--- config.mk ---
export PLATFORM = sky130hd
export DESIGN_NAME = pte_engine
export DESIGN_NICKNAME = d
export VERILOG_FILES = /design/src/hw/pte_pkg.sv /design/src/hw/pte_engine.sv
export SDC_FILE = /design/constraint.sdc
export NUM_CORES = 1
export LEC_CHECK = 0
export BUFFER_PORTS_ARGS = -buffer_cell sky130_fd_sc_hd__buf_2
export CORE_MARGIN = 3
export CORE_UTILIZATION = 60
export CTS_CLUSTER_DIAMETER = 150
export CTS_CLUSTER_SIZE = 14
export DETAILED_ROUTE_END_ITERATION = 8
export HOLD_SLACK_MARGIN = 0.06
export PLACE_DENSITY = 0.91
export SYNTH_ARGS = -nofsm -noshare
export SYNTH_HDL_FRONTEND = slang
export SYNTH_SLANG_ARGS = --single-unit
--- constraint.sdc ---
create_clock -name clk_i -period 9.64 [get_ports clk_i]
set_clock_uncertainty 0.05 [all_clocks]
set_input_delay 0.964 -clock clk_i [delete_from_list [all_inputs] [get_ports clk_i]]
set_output_delay 0.964 -clock clk_i [all_outputs]
set_load 0.01 [all_outputs]
--- src/hw/pte_pkg.sv ---
package pte_pkg;
    // register byte offsets
    localparam logic [7:0] OFF_CTRL = 8'h00;
    localparam logic [7:0] OFF_DCO_WORD = 8'h04;
    localparam logic [7:0] OFF_SYS_TIME = 8'h08;
    localparam logic [7:0] OFF_INS_SEC = 8'h0c;
    localparam logic [7:0] OFF_INS_FRAC = 8'h10;
    localparam logic [7:0] OFF_CAP_SYS = 8'h14;
    localparam logic [7:0] OFF_CAP_SEC = 8'h18;
    localparam logic [7:0] OFF_CAP_FRAC = 8'h1c;
    localparam logic [7:0] OFF_ARR_STAMP = 8'h20;
    localparam logic [7:0] OFF_STATUS = 8'h24;
    // control field positions
    localparam int CTRL_CPU_STEER = 0;
    localparam int CTRL_PROTO_LO = 1;
    localparam int CTRL_FRAME_EN = 3;
    localparam int CTRL_CAP_NOW = 4;
    localparam int CTRL_W = 5;
    // status field positions
    localparam int ST_ALIGN_PEND = 0;
    localparam int ST_ARR_VALID = 1;
    localparam int ST_CPU_STEER = 2;
    // timing protocol codes
    localparam logic [1:0] PROTO_PTP = 2'h0;
    localparam logic [1:0] PROTO_NTP = 2'h1;
    localparam logic [1:0] PROTO_RTP = 2'h2;
    // fraction rollover for PTP and RTP, step per oscillator tick for each protocol
    localparam logic [31:0] PTP_FRAC_MAX = 32'h3b9aca00;
    localparam logic [31:0] RTP_FRAC_MAX = 32'h07735940;
    localparam logic [31:0] PTP_STEP = 32'h00000008;
    localparam logic [31:0] NTP_STEP = 32'h00000022;
    localparam logic [31:0] RTP_STEP = 32'h00000001;
    // reset values
    localparam logic [CTRL_W-1:0] CTRL_RST = 5'h00;
    localparam logic [31:0] DCO_WORD_RST = 32'h80000000;
    // timing: clock period and periodic capture of the counter pair
    localparam int CLK_PERIOD_PS = 8000;
    localparam int CAP_PERIOD_NS = 8000;
    localparam int CAP_CYCLES = (CAP_PERIOD_NS * 1000) / CLK_PERIOD_PS;
    localparam int CAP_CNT_W = 10;
endpackage

--- src/hw/pte_engine.sv ---
`timescale 1ns/1ps
// Behaviour
// engine advances on primary loop oscillator ticks
// oscillator steered by loop or cpu word
// counting identical whichever steering source
// free-running 32-bit system time counter
// insertion counter format follows selected protocol
// both counters captured on same cycle
// arrivals stamped from system time
// departures stamped from insertion time, 1588 layout
// server: outgoing sync carries insertion stamp
// cpu writes approximate whole seconds
// fraction zeroed on next pps edge
// cpu reads back after one second
// cpu checks phase, realigns on lock loss
// client requests stamped from system time
// cpu converts arrival stamps to insertion time
// client: loop opened, cpu sets frequency
// client sync arrivals stamped in system time
// cpu may align from round trip
// frame pulse aligned to seconds transition
// boundary clock: align, then stamp forwarded packets
// physical mode: insertion counts at loop rate
// cpu may set absolute insertion value
// seconds write whole, fraction untouched until pps
module pte_engine (
    input wire logic clk_i,
    input wire logic rst_i,
    input wire logic wb_cyc_i,
    input wire logic wb_stb_i,
    input wire logic wb_we_i,
    input wire logic [7:0] wb_adr_i,
    input wire logic [3:0] wb_sel_i,
    input wire logic [31:0] wb_dat_i,
    output logic [31:0] wb_dat_o,
    output logic wb_ack_o,
    input wire logic [31:0] loop_word_i,
    input wire logic pps_i,
    input wire logic arrival_i,
    input wire logic depart_i,
    output logic [47:0] depart_sec_o,
    output logic [31:0] depart_frac_o,
    output logic depart_valid_o,
    output logic [31:0] dco_word_o,
    output logic frame_pulse_o
);
    logic ack_ff;
    logic [31:0] rdat_ff;
    logic [pte_pkg::CTRL_W-1:0] ctrl_ff;
    logic [31:0] cpu_word_ff;
    logic [31:0] sys_ff;
    logic [31:0] phase_ff;
    logic [31:0] sec_ff;
    logic [31:0] frac_ff;
    logic [31:0] cap_sys_ff;
    logic [31:0] cap_sec_ff;
    logic [31:0] cap_frac_ff;
    logic [31:0] arr_ff;
    logic [pte_pkg::CAP_CNT_W-1:0] cap_cnt_ff;
    logic pps_ff;
    logic pend_ff;
    logic arr_valid_ff;
    logic [47:0] dep_sec_ff;
    logic [31:0] dep_frac_ff;
    logic dep_valid_ff;
    logic frame_ff;
    logic wr_go, rd_go, wr_ctrl, wr_word, wr_sec, wr_frac, wr_stat;
    logic [32:0] nxt_phase;
    logic dco_tick, pps_rise, cap_go, frac_wrap;
    logic [1:0] proto;
    logic [31:0] step, nxt_frac_raw, steer_word;
    logic [31:0] ctrl_merge;

    // byte-lane merge for register writes
    function automatic logic [31:0] lane_merge(input logic [31:0] old, input logic [31:0] nw,
                                               input logic [3:0] sel);
        logic [31:0] r;
        r = old;
        for (int i = 0; i < 4; i++) begin
            if (sel[i]) begin
                r[i*8 +: 8] = nw[i*8 +: 8];
            end
        end
        return r;
    endfunction

    // fraction rollover point for the selected protocol
    function automatic logic [32:0] frac_limit(input logic [1:0] p);
        case (p)
            pte_pkg::PROTO_PTP: frac_limit = {1'b0, pte_pkg::PTP_FRAC_MAX};
            pte_pkg::PROTO_RTP: frac_limit = {1'b0, pte_pkg::RTP_FRAC_MAX};
            default: frac_limit = 33'h100000000;
        endcase
    endfunction

    // bus decode; writes land on the edge that carries ack
    assign wr_go = wb_cyc_i && wb_stb_i && wb_we_i && ack_ff;
    assign rd_go = wb_cyc_i && wb_stb_i && !ack_ff;
    assign wr_ctrl = wr_go && (wb_adr_i == pte_pkg::OFF_CTRL);
    assign wr_word = wr_go && (wb_adr_i == pte_pkg::OFF_DCO_WORD);
    assign wr_sec = wr_go && (wb_adr_i == pte_pkg::OFF_INS_SEC);
    assign wr_frac = wr_go && (wb_adr_i == pte_pkg::OFF_INS_FRAC);
    assign wr_stat = wr_go && (wb_adr_i == pte_pkg::OFF_STATUS);
    assign ctrl_merge = lane_merge({27'h0, ctrl_ff}, wb_dat_i, wb_sel_i); // control bits only
    assign wb_ack_o = ack_ff;
    assign wb_dat_o = rdat_ff;

    // one-cycle registered acknowledge, dropped the cycle after
    always_ff @(posedge clk_i) begin
        if (rst_i) begin
            ack_ff <= 1'b0;
        end else begin
            ack_ff <= wb_cyc_i && wb_stb_i && !ack_ff;
        end
    end

    // read data mux, unmapped offsets read zero
    always_ff @(posedge clk_i) begin
        if (rst_i) begin
            rdat_ff <= 32'h0;
        end else if (rd_go) begin
            case (wb_adr_i)
                pte_pkg::OFF_CTRL: rdat_ff <= {27'h0, ctrl_ff};
                pte_pkg::OFF_DCO_WORD: rdat_ff <= cpu_word_ff;
                pte_pkg::OFF_SYS_TIME: rdat_ff <= sys_ff;
                pte_pkg::OFF_INS_SEC: rdat_ff <= sec_ff;
                pte_pkg::OFF_INS_FRAC: rdat_ff <= frac_ff;
                pte_pkg::OFF_CAP_SYS: rdat_ff <= cap_sys_ff;
                pte_pkg::OFF_CAP_SEC: rdat_ff <= cap_sec_ff;
                pte_pkg::OFF_CAP_FRAC: rdat_ff <= cap_frac_ff;
                pte_pkg::OFF_ARR_STAMP: rdat_ff <= arr_ff;
                pte_pkg::OFF_STATUS: rdat_ff <= {29'h0, ctrl_ff[pte_pkg::CTRL_CPU_STEER],
                                                 arr_valid_ff, pend_ff};
                default: rdat_ff <= 32'h0;
            endcase
        end
    end

    // control and cpu steering word
    always_ff @(posedge clk_i) begin
        if (rst_i) begin
            ctrl_ff <= pte_pkg::CTRL_RST;
            cpu_word_ff <= pte_pkg::DCO_WORD_RST;
        end else begin
            if (wr_ctrl) begin
                ctrl_ff <= ctrl_merge[pte_pkg::CTRL_W-1:0];
            end
            if (wr_word) begin
                cpu_word_ff <= lane_merge(cpu_word_ff, wb_dat_i, wb_sel_i);
            end
        end
    end

    // steering source select: loop filter or cpu word
    assign steer_word = ctrl_ff[pte_pkg::CTRL_CPU_STEER] ? cpu_word_ff : loop_word_i;
    assign dco_word_o = steer_word;

    // oscillator phase accumulator; its carry is the engine's tick
    assign nxt_phase = {1'b0, phase_ff} + {1'b0, steer_word};
    assign dco_tick = nxt_phase[32];
    always_ff @(posedge clk_i) begin
        if (rst_i) begin
            phase_ff <= 32'h0;
        end else begin
            phase_ff <= nxt_phase[31:0];
        end
    end

    // free-running system time
    always_ff @(posedge clk_i) begin
        if (rst_i) begin
            sys_ff <= 32'h0;
        end else begin
            sys_ff <= sys_ff + 32'h1;
        end
    end

    // protocol-dependent step and fraction wrap
    assign proto = ctrl_ff[pte_pkg::CTRL_PROTO_LO +: 2];
    always_comb begin
        case (proto)
            pte_pkg::PROTO_PTP: step = pte_pkg::PTP_STEP;
            pte_pkg::PROTO_NTP: step = pte_pkg::NTP_STEP;
            default: step = pte_pkg::RTP_STEP;
        endcase
    end
    assign frac_wrap = ({1'b0, frac_ff} + {1'b0, step}) >= frac_limit(proto);
    assign nxt_frac_raw = frac_wrap ? (32'(({1'b0, frac_ff} + {1'b0, step})
                                            - frac_limit(proto))) : frac_ff + step;

    // pps edge detect
    assign pps_rise = pps_i && !pps_ff;
    always_ff @(posedge clk_i) begin
        if (rst_i) begin
            pps_ff <= 1'b0;
        end else begin
            pps_ff <= pps_i;
        end
    end

    // insertion counter: seconds and fraction
    always_ff @(posedge clk_i) begin
        if (rst_i) begin
            sec_ff <= 32'h0;
            frac_ff <= 32'h0;
        end else begin
            if (wr_sec) begin
                sec_ff <= lane_merge(sec_ff, wb_dat_i, wb_sel_i);
            end else if (dco_tick && frac_wrap) begin
                sec_ff <= sec_ff + 32'h1;
            end
            if (pps_rise && pend_ff) begin
                frac_ff <= 32'h0;
            end else if (wr_frac) begin
                frac_ff <= lane_merge(frac_ff, wb_dat_i, wb_sel_i);
            end else if (dco_tick) begin
                frac_ff <= nxt_frac_raw;
            end
        end
    end

    // alignment pending: set by seconds write, cleared at pps
    always_ff @(posedge clk_i) begin
        if (rst_i) begin
            pend_ff <= 1'b0;
        end else if (wr_sec) begin
            pend_ff <= 1'b1;
        end else if (pps_rise) begin
            pend_ff <= 1'b0;
        end
    end

    // periodic or cpu-requested capture of the counter pair
    assign cap_go = (cap_cnt_ff == pte_pkg::CAP_CNT_W'(pte_pkg::CAP_CYCLES - 1))
                    || ctrl_ff[pte_pkg::CTRL_CAP_NOW];
    always_ff @(posedge clk_i) begin
        if (rst_i) begin
            cap_cnt_ff <= '0;
            cap_sys_ff <= 32'h0;
            cap_sec_ff <= 32'h0;
            cap_frac_ff <= 32'h0;
        end else begin
            cap_cnt_ff <= cap_go ? '0 : cap_cnt_ff + 1'b1;
            if (cap_go) begin
                cap_sys_ff <= sys_ff;
                cap_sec_ff <= sec_ff;
                cap_frac_ff <= frac_ff;
            end
        end
    end

    // arrival stamp in system time; new arrival beats a clear
    always_ff @(posedge clk_i) begin
        if (rst_i) begin
            arr_ff <= 32'h0;
            arr_valid_ff <= 1'b0;
        end else begin
            if (arrival_i) begin
                arr_ff <= sys_ff;
            end
            if (arrival_i) begin
                arr_valid_ff <= 1'b1;
            end else if (wr_stat && wb_sel_i[0] && wb_dat_i[pte_pkg::ST_ARR_VALID]) begin
                arr_valid_ff <= 1'b0;
            end
        end
    end

    // departure stamp from insertion time, 48-bit seconds and 32-bit fraction
    always_ff @(posedge clk_i) begin
        if (rst_i) begin
            dep_sec_ff <= 48'h0;
            dep_frac_ff <= 32'h0;
            dep_valid_ff <= 1'b0;
        end else begin
            dep_valid_ff <= depart_i;
            if (depart_i) begin
                dep_sec_ff <= {16'h0, sec_ff};
                dep_frac_ff <= frac_ff;
            end
        end
    end
    assign depart_sec_o = dep_sec_ff;
    assign depart_frac_o = dep_frac_ff;
    assign depart_valid_o = dep_valid_ff;

    // frame pulse on the seconds transition of the insertion counter
    always_ff @(posedge clk_i) begin
        if (rst_i) begin
            frame_ff <= 1'b0;
        end else begin
            frame_ff <= ctrl_ff[pte_pkg::CTRL_FRAME_EN] && dco_tick && frac_wrap
                        && !wr_sec;
        end
    end
    assign frame_pulse_o = frame_ff;

    a_ack_single: assert property (@(posedge clk_i) disable iff (rst_i)
        wb_ack_o |=> !wb_ack_o) else $error("ack held two cycles");
    a_sys_free: assert property (@(posedge clk_i) disable iff (rst_i)
        1'b1 |=> sys_ff == $past(sys_ff) + 32'h1) else $error("system time skipped");
    a_pps_zero: assert property (@(posedge clk_i) disable iff (rst_i)
        pps_rise && pend_ff && !wr_sec |=> frac_ff == 32'h0 && !pend_ff)
        else $error("fraction not zeroed");
    a_sec_write: assert property (@(posedge clk_i) disable iff (rst_i)
        wr_sec && wb_sel_i == 4'hf |=> sec_ff == $past(wb_dat_i) && pend_ff)
        else $error("seconds write lost");
    a_arr_stamp: assert property (@(posedge clk_i) disable iff (rst_i)
        arrival_i |=> arr_ff == $past(sys_ff) && arr_valid_ff) else $error("arrival stamp wrong");
    a_cap_pair: assert property (@(posedge clk_i) disable iff (rst_i)
        cap_go |=> cap_sys_ff == $past(sys_ff) && cap_frac_ff == $past(frac_ff))
        else $error("capture pair mismatch");
    a_dep_stamp: assert property (@(posedge clk_i) disable iff (rst_i)
        depart_i |=> depart_valid_o && depart_frac_o == $past(frac_ff))
        else $error("departure stamp wrong");
    a_steer_src: assert property (@(posedge clk_i) disable iff (rst_i)
        !ctrl_ff[pte_pkg::CTRL_CPU_STEER] |-> dco_word_o == loop_word_i)
        else $error("wrong steering source");
    a_frac_hold: assert property (@(posedge clk_i) disable iff (rst_i)
        !dco_tick && !wr_frac && !(pps_rise && pend_ff) |=> $stable(frac_ff))
        else $error("fraction moved without tick");
endmodule // pte_engine

==> impl_results.html <==
<table>
<tr><th>Metric</th><th>Value</th></tr>
<tr><th colspan="2">Placement</th></tr>
<tr><td>Half-perimeter wire length after placement</td><td>48900 um</td></tr>
<tr><td>Buffers added on ports</td><td>214</td></tr>
<tr><td>Total instance count after detailed placement</td><td>3085</td></tr>
<tr><td>GP Congestion</td><td>0.976</td></tr>
<tr><td>Dpl ws</td><td>2.17 ns</td></tr>
<tr><td>Placed inst area</td><td>22100 um^2</td></tr>
<tr><th colspan="2">Pwr</th></tr>
<tr><td>Power share of the sequential group</td><td>45.5%</td></tr>
<tr><td>P_int</td><td>2800 uW</td></tr>
<tr><td>Sw frac</td><td>31.4%</td></tr>
<tr><td>Maximum vdd drop</td><td>0.149 mV</td></tr>
<tr><td>Switch Pwr</td><td>1280 uW</td></tr>
<tr><td>Leak pwr</td><td>0.00888 uW</td></tr>
<tr><td>Cell Pwr Density</td><td>177 nW/um^2</td></tr>
<tr><td>Comb power frac</td><td>23.5%</td></tr>
<tr><td>Relative contribution of the clock network to total power</td><td>31.1%</td></tr>
<tr><th colspan="2">Status</th></tr>
<tr><td>Run status</td><td>completed</td></tr>
<tr><th colspan="2">Finish</th></tr>
<tr><td>Final #Nets</td><td>2818</td></tr>
<tr><td>Final design utilization</td><td>67.7%</td></tr>
<tr><td>Leading cell type in the layout, fill and taps excluded</td><td>sky130_fd_sc_hd__dfxtp_1</td></tr>
<tr><td>Area of the multi-input gates</td><td>12100 um^2</td></tr>
<tr><td>Commonest cells after routing, fill and taps aside</td><td>sky130_fd_sc_hd__dfxtp_1 (405), sky130_fd_sc_hd__nand2_1 (370), sky130_fd_sc_hd__a21oi_1 (282)</td></tr>
<tr><td>Layout cell share with drive strength beyond 1</td><td>13.1%</td></tr>
<tr><td>Sequential cell area</td><td>8110 um^2</td></tr>
<tr><td>Design area</td><td>23000 um^2</td></tr>
<tr><td>Final Non-Filler Cells</td><td>3127</td></tr>
<tr><td>Number of fill cells in the layout</td><td>2768</td></tr>
<tr><td>Synthesis-to-layout area growth</td><td>9.43%</td></tr>
<tr><th colspan="2">Clocking</th></tr>
<tr><td>Cells resized by post-CTS repair</td><td>0</td></tr>
<tr><td>Maximum count of clock buffers along a single path</td><td>3</td></tr>
<tr><td>Number of buffers inserted by hold repair at cts</td><td>0</td></tr>
<tr><td>Total number of clock tree sinks</td><td>405</td></tr>
<tr><td>Number of buffers created by CTS</td><td>34</td></tr>
<tr><td>Setup fix buffers added after clock tree synthesis</td><td>0</td></tr>
<tr><td>Root buf cell</td><td>sky130_fd_sc_hd__clkbuf_16</td></tr>
<tr><td>Clock transition at the registers of the reported paths</td><td>0.07 ns</td></tr>
<tr><td>Deepest level of the CTS H-tree</td><td>2</td></tr>
<tr><td>Clock tree from TritonCTS</td><td>done</td></tr>
<tr><td>Latest clock arrival within the worst-skew pair</td><td>0.54 ns</td></tr>
<tr><th colspan="2">Timing</th></tr>
<tr><td>Final hold viol count</td><td>0</td></tr>
<tr><td>Crit path time final</td><td>7.86 ns</td></tr>
<tr><td>Count of pins over their slew limit</td><td>0</td></tr>
<tr><td>Final setup fails</td><td>0</td></tr>
<tr><td>Maximum achievable frequency</td><td>127 MHz</td></tr>
<tr><td>Transition at the pin with the smallest max-transition slack</td><td>1.23 ns</td></tr>
<tr><td>Fin Setup TNS</td><td>0 ns</td></tr>
<tr><td>Max-Slew Margin vs Limit</td><td>17.3%</td></tr>
<tr><td>Worst path setup slack after routing</td><td>1.78 ns</td></tr>
<tr><td>Final worst-path cycle share</td><td>81.6%</td></tr>
<tr><td>Unrepaired setup endpoints after global routing</td><td>false</td></tr>
<tr><th colspan="2">Setup path</th></tr>
<tr><td>WP data arrival</td><td>8.27 ns</td></tr>
<tr><td>Top cell by count, worst path</td><td>sky130_fd_sc_hd__nand3_1</td></tr>
<tr><td>Setup crit end kind</td><td>flop</td></tr>
<tr><td>Series of cell instances along the critical path</td><td>or2_2 -&gt; inv_1 -&gt; ha_1 -&gt; nand4_1 -&gt; a221o_1 -&gt; a311oi_1 -&gt; and2_1 -&gt; nand3_1 -&gt; xnor2_1 -&gt; ha_1 -&gt; and3_1 -&gt; and2_1 -&gt; nand3_1 -&gt; a2111oi_0 -&gt; nand4_1 -&gt; o31ai_1 -&gt; nand3_1 -&gt; nand3_2 -&gt; a22oi_2 -&gt; or2_2 -&gt; a21oi_1</td></tr>
<tr><td>Cell with the biggest individual delay on the critical path</td><td>sky130_fd_sc_hd__a311oi_1</td></tr>
<tr><td>Crit start category</td><td>flop</td></tr>
<tr><td>Maximum fanout along the worst path</td><td>32</td></tr>
<tr><td>Biggest cell delay along the critical path</td><td>1.01 ns</td></tr>
<tr><td>Number of cells traversed by the worst register-to-register path</td><td>21</td></tr>
<tr><td>Req. time, crit path</td><td>10.04 ns</td></tr>
<tr><td>Worst Path Class, Setup</td><td>reg -&gt; reg</td></tr>
<tr><th colspan="2">Route</th></tr>
<tr><td>Starting DRC count in detailed routing</td><td>2991</td></tr>
<tr><td>Post-Route WL</td><td>69400 um</td></tr>
<tr><td>Total via count in the routed design</td><td>20700</td></tr>
<tr><td>Number of antenna-violating nets in the routed design</td><td>0</td></tr>
<tr><td>Wire length per cell</td><td>22.2 um</td></tr>
<tr><td>Remaining DRCs</td><td>0</td></tr>
<tr><td>Vias per inst</td><td>6.60</td></tr>
<tr><td>First-pass DRT Iterations</td><td>6</td></tr>
<tr><th colspan="2">Worst hold path</th></tr>
<tr><td>Hold crit path type</td><td>reg -&gt; reg</td></tr>
<tr><td>Min-Delay Path Depth</td><td>1</td></tr>
<tr><th colspan="2">Die</th></tr>
<tr><td>Effective utilization at floorplan</td><td>61.9%</td></tr>
<tr><td>Die Area</td><td>37400 um^2</td></tr>
<tr><td>Die Ht</td><td>193 um</td></tr>
<tr><td>Die W</td><td>193 um</td></tr>
<tr><td>Placeable core area</td><td>34000 um^2</td></tr>
<tr><td>Count of pins on the block boundary</td><td>231</td></tr>
<tr><td>Number of placement rows</td><td>67</td></tr>
<tr><th colspan="2">Logic synthesis</th></tr>
<tr><td>Number of register bits inferred by synthesis</td><td>405</td></tr>
<tr><td>Netlist cell types</td><td>82</td></tr>
<tr><td>Share of async-settable or async-resettable flops after synthesis</td><td>0%</td></tr>
<tr><td>Post-Synthesis Cells</td><td>2587</td></tr>
<tr><td>Syn avg cell area</td><td>8.14 um^2</td></tr>
<tr><td>Post-synthesis instance area</td><td>21100 um^2</td></tr>
<tr><td>Register area share after synthesis</td><td>38.5%</td></tr>
<tr><td>Synth Warn #</td><td>0</td></tr>
<tr><td>Main synth FF type</td><td>sky130_fd_sc_hd__dfxtp_1</td></tr>
<tr><td>EDFF count, synth</td><td>0</td></tr>
<tr><th colspan="2">GRT</th></tr>
<tr><td>Antenna violations before repair</td><td>9</td></tr>
<tr><td>Total grt overflow</td><td>0</td></tr>
<tr><td>Largest net degree at the start of global routing</td><td>210</td></tr>
<tr><td>Global-route wire length before repair</td><td>107000 um</td></tr>
<tr><td>Total routing usage reported by global routing</td><td>35.0%</td></tr>
<tr><td>Vias in the first global route</td><td>19200</td></tr>
<tr><th colspan="2">Flow run</th></tr>
<tr><td>Max capacitance violation total</td><td>0</td></tr>
</table>
[cell usage after synthesis (17+ instances only)]
| master | number | area [um^2] |
|---|---|---|
| sky130_fd_sc_hd__o32ai_1 | 18 | 158 |
| sky130_fd_sc_hd__a41oi_1 | 20 | 175 |
| sky130_fd_sc_hd__o21ai_0 | 53 | 265 |
| sky130_fd_sc_hd__inv_1 | 29 | 109 |
| sky130_fd_sc_hd__xnor2_1 | 54 | 473 |
| sky130_fd_sc_hd__nand3_1 | 101 | 505 |
| sky130_fd_sc_hd__and2_1 | 20 | 125 |
| sky130_fd_sc_hd__clkbuf_1 | 153 | 574 |
| sky130_fd_sc_hd__a31oi_1 | 28 | 175 |
| sky130_fd_sc_hd__buf_4 | 21 | 158 |
| sky130_fd_sc_hd__nor3_1 | 40 | 200 |
| sky130_fd_sc_hd__nor2_1 | 281 | 1050 |
| sky130_fd_sc_hd__nand4_1 | 20 | 125 |
| sky130_fd_sc_hd__and3_1 | 36 | 225 |
| sky130_fd_sc_hd__mux2i_1 | 118 | 1180 |
| sky130_fd_sc_hd__a21oi_1 | 282 | 1410 |
| sky130_fd_sc_hd__xor2_1 | 52 | 455 |
| sky130_fd_sc_hd__ha_1 | 60 | 751 |
| sky130_fd_sc_hd__nand2_1 | 370 | 1390 |
| sky130_fd_sc_hd__a221oi_1 | 18 | 158 |
| sky130_fd_sc_hd__dfxtp_1 | 405 | 8110 |
| sky130_fd_sc_hd__a22oi_1 | 104 | 781 |
| sky130_fd_sc_hd__mux2_2 | 33 | 372 |
| sky130_fd_sc_hd__nor2b_1 | 17 | 106 |
| sky130_fd_sc_hd__a21o_1 | 27 | 203 |
| sky130_fd_sc_hd__a22o_1 | 23 | 201 |
[kinds of logic (layout without fill, tap and decap cells)]
kind of cell             Yosys count  after routing  synth area share [%]
AO/OA/AOI/OAI                    674            674                  21.1
XOR/XNOR                         106            106                  4.41
buffers and inverters            232            305                  4.70
multiplexers                     151            151                  7.37
flip-flops                       405            405                  38.5
adder cells (fa/ha/maj)           63             63                  3.76
AND/OR/NAND/NOR                  955            955                  20.2
other                              1             20                0.0178
[state kept, by name, summed over array words and instances, names as in the netlist]
| register | flops |
|---|---|
| arr_ff | 32 |
| arr_valid_ff | 1 |
| cap_cnt_ff | 10 |
| cap_frac_ff | 32 |
| cap_sec_ff | 32 |
| cap_sys_ff | 32 |
| cpu_word_ff | 32 |
| ctrl_ff | 5 |
| depart_frac_o | 32 |
| depart_sec_o | 32 |
| depart_valid_o | 1 |
| frac_ff | 32 |
| frame_pulse_o | 1 |
| pend_ff | 1 |
| phase_ff | 32 |
| pps_ff | 1 |
| sec_ff | 32 |
| sys_ff | 32 |
| wb_ack_o | 1 |
| wb_dat_o | 32 |
[path summary, 6_finish.rpt]
kind / startpoint / to / slack [ns]
setup / recovery: ctrl_ff[1] / sec_ff[24] / 1.78
hold / removal: cap_cnt_ff[0] / cap_cnt_ff[0] / 0.39
setup reg to reg: ctrl_ff[1] / sec_ff[24] / 1.78
hold reg to reg: cap_cnt_ff[0] / cap_cnt_ff[0] / 0.39
[critical path: cells and delay by family, from the launching register on]
kind,cells,cell delay (ns)
fa+ha+maj,2,0.74
flops,1,0.90
buf+inv,1,0.10
xor+xnor,1,0.17
compound gates,6,2.61
simple gates,11,3.17
[power by group through the flow]
stage | logic (uW) | registers (uW) | clock network [uW]
global route | 1050 | 1860 | 1330
finish | 956 | 1850 | 1270
CTS | 938 | 1850 | 1270
floorplan | 749 | 1830 | 0
detailed placement | 931 | 1890 | 0
global placement | 896 | 1880 | 0
[per-stage QoR]
stage          power, uW  hold WS [ns]
2_1_floorplan       2580         0.363
3_3_place_gp        2780         0.378
3_5_place_dp        2820         0.385
4_1_cts             4060         0.393
5_1_grt             4240         0.420
6_report            4080         0.390
[layer usage]
layer / track usage [%] / wire, um
met1: 45.2 / 26600
met2: 55.3 / 30700
met5: 0 / 0
met4: 19.9 / 4470
met3: 6.42 / 7550
[layout make-up]
cell class	instances	area share, %
clock buffers	36	3.82
clock inverters	2	0.125
well taps	448	2.43
inverters	30	0.489
diodes	4	0.0434
repair buffers	237	5.50
flip-flops and latches	405	35.2
multi-input cells	1965	52.4
(Power assumes the default switching activity.)
